File: config.mk
export PLATFORM = sky130hd
export DESIGN_NAME = acrb_bank
export DESIGN_NICKNAME = d
export VERILOG_FILES = /design/src/include/acrb_pkg.sv /design/src/verilog/acrb_bank.sv
export SDC_FILE = /design/constraint.sdc
export NUM_CORES = 1
export LEC_CHECK = 0
export BUFFER_PORTS_ARGS = -buffer_cell sky130_fd_sc_hd__buf_4
export CAP_MARGIN = 30
export CORE_UTILIZATION = 35
export DETAILED_ROUTE_END_ITERATION = 8
export PLACE_DENSITY = 0.64
export SYNTH_ARGS = -nofsm -noshare
export SYNTH_HDL_FRONTEND = slang
export SYNTH_SLANG_ARGS = --single-unit
File: constraint.sdc
create_clock -name clk_i -period 1.55 [get_ports clk_i]
set_input_delay 0.31 -clock clk_i [delete_from_list [all_inputs] [get_ports clk_i]]
set_output_delay 0.31 -clock clk_i [all_outputs]
set_load 0.05 [all_outputs]
File: src/include/acrb_pkg.sv
// package of the configuration register bank: map, fields, defaults, serial framing
// assumes one clock domain; all users refer to names as acrb_pkg::name
package acrb_pkg;

   // ==========================================================
   // serial word framing
   localparam int unsigned WORD_BITS = 16;
   localparam int unsigned ADDR_BITS = 8;
   localparam int unsigned DATA_BITS = 8;
   localparam logic [3:0] LAST_ADDR_BIT = 4'h7;
   localparam logic [3:0] LAST_WORD_BIT = 4'hF;

   // ==========================================================
   // register offsets
   localparam logic [7:0] INIT_AND_READBACK_CTL = 8'h00;
   localparam logic [7:0] DISTORTION_TUNING_CTL = 8'h02;
   localparam logic [7:0] OUTPUT_FORMAT_CTL = 8'h3C;
   localparam logic [7:0] REFERENCE_AND_POWER_CTL = 8'h44;
   localparam logic [7:0] GAIN_CTL = 8'h45;

   // ==========================================================
   // field positions
   localparam int unsigned READBACK_BIT = 0;
   localparam int unsigned SOFT_INIT_BIT = 1;
   localparam logic [7:0] DISTORTION_TUNING_MASK = 8'h71;
   localparam int unsigned FORMAT_SOURCE_BIT = 7;
   localparam int unsigned FORMAT_SELECT_BIT = 6;
   localparam int unsigned REF_SOURCE_BIT = 3;
   localparam int unsigned REF_SELECT_BIT = 2;
   localparam int unsigned POWER_DOWN_BIT = 6;
   localparam int unsigned GAIN_MSB = 7;
   localparam int unsigned GAIN_LSB = 4;
   localparam int unsigned GAIN_BYPASS_BIT = 3;

   // ==========================================================
   // reset values
   localparam logic RESET_READBACK = 1'b0;
   localparam logic [7:0] RESET_DISTORTION = 8'h00;
   localparam logic RESET_FORMAT_SOURCE = 1'b0;
   localparam logic RESET_FORMAT_SELECT = 1'b0;
   localparam logic RESET_REF_SOURCE = 1'b0;
   localparam logic RESET_REF_SELECT = 1'b0;
   localparam logic RESET_POWER_DOWN = 1'b0;
   localparam logic [3:0] RESET_GAIN = 4'h0;
   localparam logic RESET_GAIN_BYPASS = 1'b0;

   // ==========================================================
   // serial receiver phases
   typedef enum logic [2:0] {
      ACRB_IDLE = 3'b001,
      ACRB_ADDR = 3'b010,
      ACRB_DATA = 3'b100
   } acrb_phase_t;

endpackage

File: src/verilog/acrb_bank.sv
// configuration register bank of a pipelined converter behind a three-wire serial port
// assumes serial pins already synchronous to clk_i (serial clock far below clk_i)
//
// Operation
// - init bit restores every register default while readback is off
// - bit 0 of address 0 enables readback
// - format source bit picks strap or register
// - format bit used only under override
// - reference source bit picks strap or register
// - reference bit used only under override
// - four-bit fine gain, default zero
// - bypass bit skips fine gain stage
// - 16-bit words, address then data, falling edges
// - readback blocks all writes but the readback bit, drives addressed data
// - init bit clears itself afterwards
`timescale 1ns/1ps
`default_nettype none

module acrb_bank (
   // clock and reset
   input wire logic clk_i,
   input wire logic rst_i,
   // serial port
   input wire logic serial_clk_i,
   input wire logic serial_select_n_i,
   input wire logic serial_data_in_i,
   output logic readback_data_out_o,
   // strap pin shared by format and reference
   input wire logic format_ref_strap_pin_i,
   // controls toward the converter
   output logic readback_en_o,
   output logic [7:0] distortion_tuning_bits_o,
   output logic offset_binary_o,
   output logic ext_reference_o,
   output logic power_down_bit_o,
   output logic [3:0] fine_gain_o,
   output logic gain_bypass_o
);

   // ==========================================================
   // state
   acrb_pkg::acrb_phase_t phase_r, phase_nxt;
   logic sclk_r, sclk_nxt;
   logic [3:0] cnt_r, cnt_nxt;
   logic [14:0] shift_r, shift_nxt;
   logic [7:0] rd_shift_r, rd_shift_nxt;
   logic rd_out_r, rd_out_nxt;
   logic rb_r, rb_nxt;
   logic [7:0] dist_r, dist_nxt;
   logic fmt_src_r, fmt_src_nxt;
   logic fmt_sel_r, fmt_sel_nxt;
   logic ref_src_r, ref_src_nxt;
   logic ref_sel_r, ref_sel_nxt;
   logic pdn_r, pdn_nxt;
   logic [3:0] gain_r, gain_nxt;
   logic byp_r, byp_nxt;
   logic fmt_eff_r, fmt_eff_nxt;
   logic ref_eff_r, ref_eff_nxt;
   logic sclk_fall, sclk_rise, wr_stb, soft_init;
   logic [7:0] wr_addr, wr_data;

   // register read decode, reserved bits as zero
   function automatic logic [7:0] reg_read(input logic [7:0] addr);
      logic [7:0] v;
      v = 8'h00;
      unique case (addr)
         acrb_pkg::INIT_AND_READBACK_CTL: v[acrb_pkg::READBACK_BIT] = rb_r;
         acrb_pkg::DISTORTION_TUNING_CTL: v = dist_r;
         acrb_pkg::OUTPUT_FORMAT_CTL: begin
            v[acrb_pkg::FORMAT_SOURCE_BIT] = fmt_src_r;
            v[acrb_pkg::FORMAT_SELECT_BIT] = fmt_sel_r;
         end
         acrb_pkg::REFERENCE_AND_POWER_CTL: begin
            v[acrb_pkg::REF_SOURCE_BIT] = ref_src_r;
            v[acrb_pkg::REF_SELECT_BIT] = ref_sel_r;
            v[acrb_pkg::POWER_DOWN_BIT] = pdn_r;
         end
         acrb_pkg::GAIN_CTL: begin
            v[acrb_pkg::GAIN_MSB:acrb_pkg::GAIN_LSB] = gain_r;
            v[acrb_pkg::GAIN_BYPASS_BIT] = byp_r;
         end
         default: v = 8'h00;
      endcase
      return v;
   endfunction

   // ==========================================================
   // serial receiver
   // edges of the serial clock against the previous sample
   assign sclk_fall = sclk_r & ~serial_clk_i;
   assign sclk_rise = ~sclk_r & serial_clk_i;
   // a word completes on its 16th falling edge
   assign wr_stb = sclk_fall & ~serial_select_n_i & (phase_r == acrb_pkg::ACRB_DATA) &
                   (cnt_r == acrb_pkg::LAST_WORD_BIT);
   assign wr_addr = shift_r[14:7];
   assign wr_data = {shift_r[6:0], serial_data_in_i};
   assign soft_init = wr_stb & ~rb_r & (wr_addr == acrb_pkg::INIT_AND_READBACK_CTL) &
                      wr_data[acrb_pkg::SOFT_INIT_BIT];

   // shift, count and readback drive
   always_comb begin
      sclk_nxt = serial_clk_i;
      phase_nxt = phase_r;
      cnt_nxt = cnt_r;
      shift_nxt = shift_r;
      rd_shift_nxt = rd_shift_r;
      rd_out_nxt = rd_out_r;
      if (serial_select_n_i) begin
         // partial words are dropped when select rises
         phase_nxt = acrb_pkg::ACRB_IDLE;
         cnt_nxt = 4'h0;
         rd_out_nxt = 1'b0;
      end else begin
         if (phase_r == acrb_pkg::ACRB_IDLE) begin
            phase_nxt = acrb_pkg::ACRB_ADDR;
         end
         if (sclk_fall) begin
            shift_nxt = {shift_r[13:0], serial_data_in_i};
            cnt_nxt = cnt_r + 4'h1;
            if (cnt_r == acrb_pkg::LAST_ADDR_BIT) begin
               phase_nxt = acrb_pkg::ACRB_DATA;
               rd_shift_nxt = reg_read({shift_r[6:0], serial_data_in_i});
            end else if (cnt_r == acrb_pkg::LAST_WORD_BIT) begin
               phase_nxt = acrb_pkg::ACRB_ADDR;
            end else if (phase_r == acrb_pkg::ACRB_IDLE) begin
               phase_nxt = acrb_pkg::ACRB_ADDR;
            end
         end
         // data bits move out on rising edges, controller takes them on falling
         if (sclk_rise) begin
            if (rb_r && phase_r == acrb_pkg::ACRB_DATA) begin
               rd_out_nxt = rd_shift_r[7];
               rd_shift_nxt = {rd_shift_r[6:0], 1'b0};
            end else begin
               rd_out_nxt = 1'b0;
            end
         end
         // a stale data bit must not linger once readback is switched off
         if (!rb_r) begin
            rd_out_nxt = 1'b0;
         end
      end
   end

   always_ff @(posedge clk_i) begin
      if (rst_i) begin
         phase_r <= acrb_pkg::ACRB_IDLE;
         sclk_r <= 1'b1; // serial clock parks high, so no false edge after reset
         cnt_r <= 4'h0;
         shift_r <= 15'h0000;
         rd_shift_r <= 8'h00;
         rd_out_r <= 1'b0;
      end else begin
         phase_r <= phase_nxt;
         sclk_r <= sclk_nxt;
         cnt_r <= cnt_nxt;
         shift_r <= shift_nxt;
         rd_shift_r <= rd_shift_nxt;
         rd_out_r <= rd_out_nxt;
      end
   end

   // ==========================================================
   // register file
   // write decode; readback mode lets only the readback bit through
   always_comb begin
      rb_nxt = rb_r;
      dist_nxt = dist_r;
      fmt_src_nxt = fmt_src_r;
      fmt_sel_nxt = fmt_sel_r;
      ref_src_nxt = ref_src_r;
      ref_sel_nxt = ref_sel_r;
      pdn_nxt = pdn_r;
      gain_nxt = gain_r;
      byp_nxt = byp_r;
      if (soft_init) begin
         // same defaults as the reset input; the init bit is never stored
         rb_nxt = acrb_pkg::RESET_READBACK;
         dist_nxt = acrb_pkg::RESET_DISTORTION;
         fmt_src_nxt = acrb_pkg::RESET_FORMAT_SOURCE;
         fmt_sel_nxt = acrb_pkg::RESET_FORMAT_SELECT;
         ref_src_nxt = acrb_pkg::RESET_REF_SOURCE;
         ref_sel_nxt = acrb_pkg::RESET_REF_SELECT;
         pdn_nxt = acrb_pkg::RESET_POWER_DOWN;
         gain_nxt = acrb_pkg::RESET_GAIN;
         byp_nxt = acrb_pkg::RESET_GAIN_BYPASS;
      end else if (wr_stb) begin
         if (wr_addr == acrb_pkg::INIT_AND_READBACK_CTL) begin
            rb_nxt = wr_data[acrb_pkg::READBACK_BIT];
         end else if (!rb_r) begin
            unique case (wr_addr)
               acrb_pkg::DISTORTION_TUNING_CTL: begin
                  dist_nxt = wr_data & acrb_pkg::DISTORTION_TUNING_MASK;
               end
               acrb_pkg::OUTPUT_FORMAT_CTL: begin
                  fmt_src_nxt = wr_data[acrb_pkg::FORMAT_SOURCE_BIT];
                  fmt_sel_nxt = wr_data[acrb_pkg::FORMAT_SELECT_BIT];
               end
               acrb_pkg::REFERENCE_AND_POWER_CTL: begin
                  ref_src_nxt = wr_data[acrb_pkg::REF_SOURCE_BIT];
                  ref_sel_nxt = wr_data[acrb_pkg::REF_SELECT_BIT];
                  pdn_nxt = wr_data[acrb_pkg::POWER_DOWN_BIT];
               end
               acrb_pkg::GAIN_CTL: begin
                  gain_nxt = wr_data[acrb_pkg::GAIN_MSB:acrb_pkg::GAIN_LSB];
                  byp_nxt = wr_data[acrb_pkg::GAIN_BYPASS_BIT];
               end
               default: begin
                  // unmapped addresses are ignored
                  dist_nxt = dist_r;
               end
            endcase
         end
      end
   end

   always_ff @(posedge clk_i) begin
      if (rst_i) begin
         rb_r <= acrb_pkg::RESET_READBACK;
         dist_r <= acrb_pkg::RESET_DISTORTION;
         fmt_src_r <= acrb_pkg::RESET_FORMAT_SOURCE;
         fmt_sel_r <= acrb_pkg::RESET_FORMAT_SELECT;
         ref_src_r <= acrb_pkg::RESET_REF_SOURCE;
         ref_sel_r <= acrb_pkg::RESET_REF_SELECT;
         pdn_r <= acrb_pkg::RESET_POWER_DOWN;
         gain_r <= acrb_pkg::RESET_GAIN;
         byp_r <= acrb_pkg::RESET_GAIN_BYPASS;
      end else begin
         rb_r <= rb_nxt;
         dist_r <= dist_nxt;
         fmt_src_r <= fmt_src_nxt;
         fmt_sel_r <= fmt_sel_nxt;
         ref_src_r <= ref_src_nxt;
         ref_sel_r <= ref_sel_nxt;
         pdn_r <= pdn_nxt;
         gain_r <= gain_nxt;
         byp_r <= byp_nxt;
      end
   end

   // ==========================================================
   // effective format and reference, strap unless overridden
   always_comb begin
      fmt_eff_nxt = fmt_src_r ? fmt_sel_r : format_ref_strap_pin_i;
      ref_eff_nxt = ref_src_r ? ref_sel_r : format_ref_strap_pin_i;
   end

   always_ff @(posedge clk_i) begin
      if (rst_i) begin
         fmt_eff_r <= 1'b0;
         ref_eff_r <= 1'b0;
      end else begin
         fmt_eff_r <= fmt_eff_nxt;
         ref_eff_r <= ref_eff_nxt;
      end
   end

   // outputs straight from flops
   assign readback_data_out_o = rd_out_r;
   assign readback_en_o = rb_r;
   assign distortion_tuning_bits_o = dist_r;
   assign offset_binary_o = fmt_eff_r;
   assign ext_reference_o = ref_eff_r;
   assign power_down_bit_o = pdn_r;
   assign fine_gain_o = gain_r;
   assign gain_bypass_o = byp_r;
endmodule

`default_nettype wire

==> results.txt <==
Status - completed
Most Frequent Cell on Critical Path - buf_6
Sw Ratio - 22.6%
Gr usage total - 16.8%
Clk root buf - clkbuf_8
Filler cells - 615
Initial antenna violation count - 0
Fin cells - 394
Crit path arrival time - 1.77 ns
Yosys cell types - 52
Full die area - 0.00692 sq mm
Worst reg-to-reg setup slack - 0.001 ns
Final setup fails - 0
Share of cells above drive strength 1 - 31.5%
Final hold violation count - 0
Hold Path Depth - 2
RSZ-0062 raised after global routing - yes
Layout net count - 323
Post-synth ARST share - 0%
Post-route DRC - 0
Crit path launch type - flip-flop
Yosys top cell area share - 42.5%
Router iterations before antenna repair - 4
Yosys warning total - 0
Starting density of the core - 36.3%
Slew at the pin closest to its max-slew limit - 0.555 ns
Die H - 83.2 microns
Fmax - 646 MHz
Comb power frac - 6.1%
Worst reg2reg path endpoint - rd_shift_r[0]
Min cycle time layout - 1.55 ns
Grt ovf - 0
Relative slew slack - 63.0%
Worst hold path startpoint - serial_clk_i
Hold Path Sink - sclk_r
Area Overhead vs Synth - 27.4%
Pleak - 0.00110 uW
Largest net degree at the start of global routing - 24
DRT antenna net count - 0
Iteration-0 DRC Markers - 77
DPL Wire Length - 4.18 mm
Placed cells - 381
Area of the multi-input gates - 0.00130 sq mm
FF+latch area - 991 sq um
Clock skew - 0.00452 ns
Std-Cell Rows - 29
Crit-path max cell delay - 0.36 ns
Synth area leader - dfxtp_1
Critical-path cell list - ha_4, nand4b_4, buf_6, nor3_4, buf_6, nand4_1, a211oi_2
WL/cell - 15.0 microns
FF-to-FF Start - cnt_r[0]
DRT Wirelength - 5.90 mm
Power Density - 779 mW/mm^2
Synth Area per Inst - 8.48 sq um
Crit path required time - 1.77 ns
Worst Setup Path Type - reg -> reg
Vias - 2112
Global-route wire length before repair - 9.59 mm
Top FF cell, synth - dfxtp_1
Count leader, synth - dfxtp_1
Max-cap violations - 0
GPL Wtd Cong - 0.881
Crit-path slowest cell - dfxtp_2
Largest cells by area after synthesis - dfxtp_1 (43%), a21oi_1 (7.2%), nand2_1 (5.7%)
Standard cell area after detailed placement - 0.00267 sq mm
Most frequent cells after synthesis - dfxtp_1 (49), nand2_1 (35), a21oi_1 (33)
Clock Pin Slew Worst Setup and Hold Paths - 0.09 ns
Core area - 0.00635 sq mm
Worst-Skew Late Latency - 0.29 ns
Io pins - 24
Design area - 0.00294 sq mm
Sink Count - 49
Pint - 1770 uW
Post-synth EDFFs - 0
Number of global-route vias before repair - 2085
CTS Buf Count - 5
Clock buffer depth - 2
Cts hold-fix bufs - 0
Clock share of power - 38.0%
R2R depth - 7
Die Width - 83.2 microns
Mapped cell area - 0.00231 sq mm
Sequential power share - 55.9%
Worst Path Max Fanout - 6
CTS tree - done
Fin. max-slew vios - 0
Buffers on Ports - 19
Final cycle utilization of the critical path - 99.9%
Seq/Total Area, Yosys - 42.5%
Worst hold path class - in -> reg
Seq cells post-synth - 49
H-Tree Depth - 2
Via density - 5.36
Sw Pwr - 516 uW
CP Capture Type - flip-flop
Cells after Synth - 272
Ant. Diodes - 0
Peak VDD IR - 0.452 mV
-- worst max-delay path by stage --
stage	end	depth (start not counted)	startpoint
global route	rd_shift_r[0]	7	cnt_r[0]
finish	rd_shift_r[0]	7	cnt_r[0]
detailed placement	rd_shift_r[7]	5	cnt_r[1]
global placement	distortion_tuning_bits_o[0]	5	cnt_r[1]
CTS	rd_shift_r[5]	4	shift_r[2]
floorplan	rd_shift_r[6]	5	readback_en_o
-- final cells by class --
class	count	area share [%]
Multi-Input combinational cell	202	44.3
Sequential cell	49	33.7
Timing Repair Buffer	55	14.6
Clock buffer	8	3.79
Tap cell	77	3.28
Inverter	3	0.383
-- metal layers --
| metal | global-route usage, % | up-vias | share of wire [%] |
|---|---|---|---|
| met4 | 3.61 | 0 | 0.47 |
| met2 | 28.0 | 48 | 48 |
| met5 | 0 | - | 0 |
| met3 | 3.08 | 5 | 4.3 |
| li1 | - | 1065 | - |
| met1 | 22.8 | 994 | 47 |
-- per-stage QoR --
stage | setup TNS, ns | power [uW] | hold slack (ns) | worst slack, ns | utilization, %
finish | 0 | 2290 | 0.249 | 0.00130 | 46.3
global route | -0.502 | 2380 | 0.250 | -0.0914 | 46.3
floorplan | -0.228 | 1410 | 0.417 | -0.0365 | -
detailed placement | -0.930 | 1440 | 0.458 | -0.0924 | 42.0
global placement | -0.240 | 1440 | 0.448 | -0.0246 | 42.0
CTS | 0 | 2310 | 0.240 | 0.000683 | 44.4
-- critical path: cells and delay by family, from the launching register on --
| family | cells | cell delay [ns] |
|---|---|---|
| fa+ha+maj | 1 | 0.16 |
| flops | 1 | 0.36 |
| buf+inv | 2 | 0.29 |
| simple gates | 3 | 0.40 |
| compound gates | 1 | 0.26 |
-- power by group through the flow --
| stage | registers (uW) | logic [uW] | clock network, uW |
|---|---|---|---|
| global route | 1280 | 149 | 947 |
| detailed placement | 1310 | 134 | 0 |
| finish | 1280 | 138 | 870 |
| CTS | 1280 | 136 | 896 |
| floorplan | 1310 | 99.2 | 0 |
| global placement | 1300 | 134 | 0 |
-- flip-flops by register name (all words and copies together) (netlist names), 3 cells and up --
name	cells
phase_r	3
shift_r	15
rd_shift_r	8
cnt_r	4
fine_gain_o	4
distortion_tuning_bits_o	4
-- cell usage in the layout, fill, tap and decap left out, types with 5 or more instances in the layout --
| master | netlist | routed |
|---|---|---|
| buf_4 | 5 | 51 |
| dfxtp_1 | 49 | 43 |
| nand2_1 | 35 | 35 |
| a21oi_1 | 33 | 33 |
| nor2_1 | 19 | 17 |
| nand3_1 | 17 | 16 |
| o21ai_0 | 16 | 12 |
| nor3_1 | 7 | 7 |
| nand4_1 | 7 | 7 |
| clkbuf_8 | 0 | 6 |
| and4_1 | 5 | 5 |
| dfxtp_2 | 0 | 5 |
-- what timing repair did --
item | CTS | global route
setup buffers | 0 | 5
endpoints found under the setup margin | 20 | 23
pin swaps | 1 | 12
gates resized for setup | 11 | 23
-- cells by family after synthesis --
| group | share of synthesized area (%) |
|---|---|
| AO/OA/AOI/OAI | 15.1 |
| XOR/XNOR | 1.14 |
| adder cells (fa/ha/maj) | 0.543 |
| buffers and inverters | 6.13 |
| flip-flops | 42.5 |
| multiplexers | 2.77 |
| other | 0.163 |
| AND/OR/NAND/NOR | 31.6 |
Power figures use the tool's default switching activity.
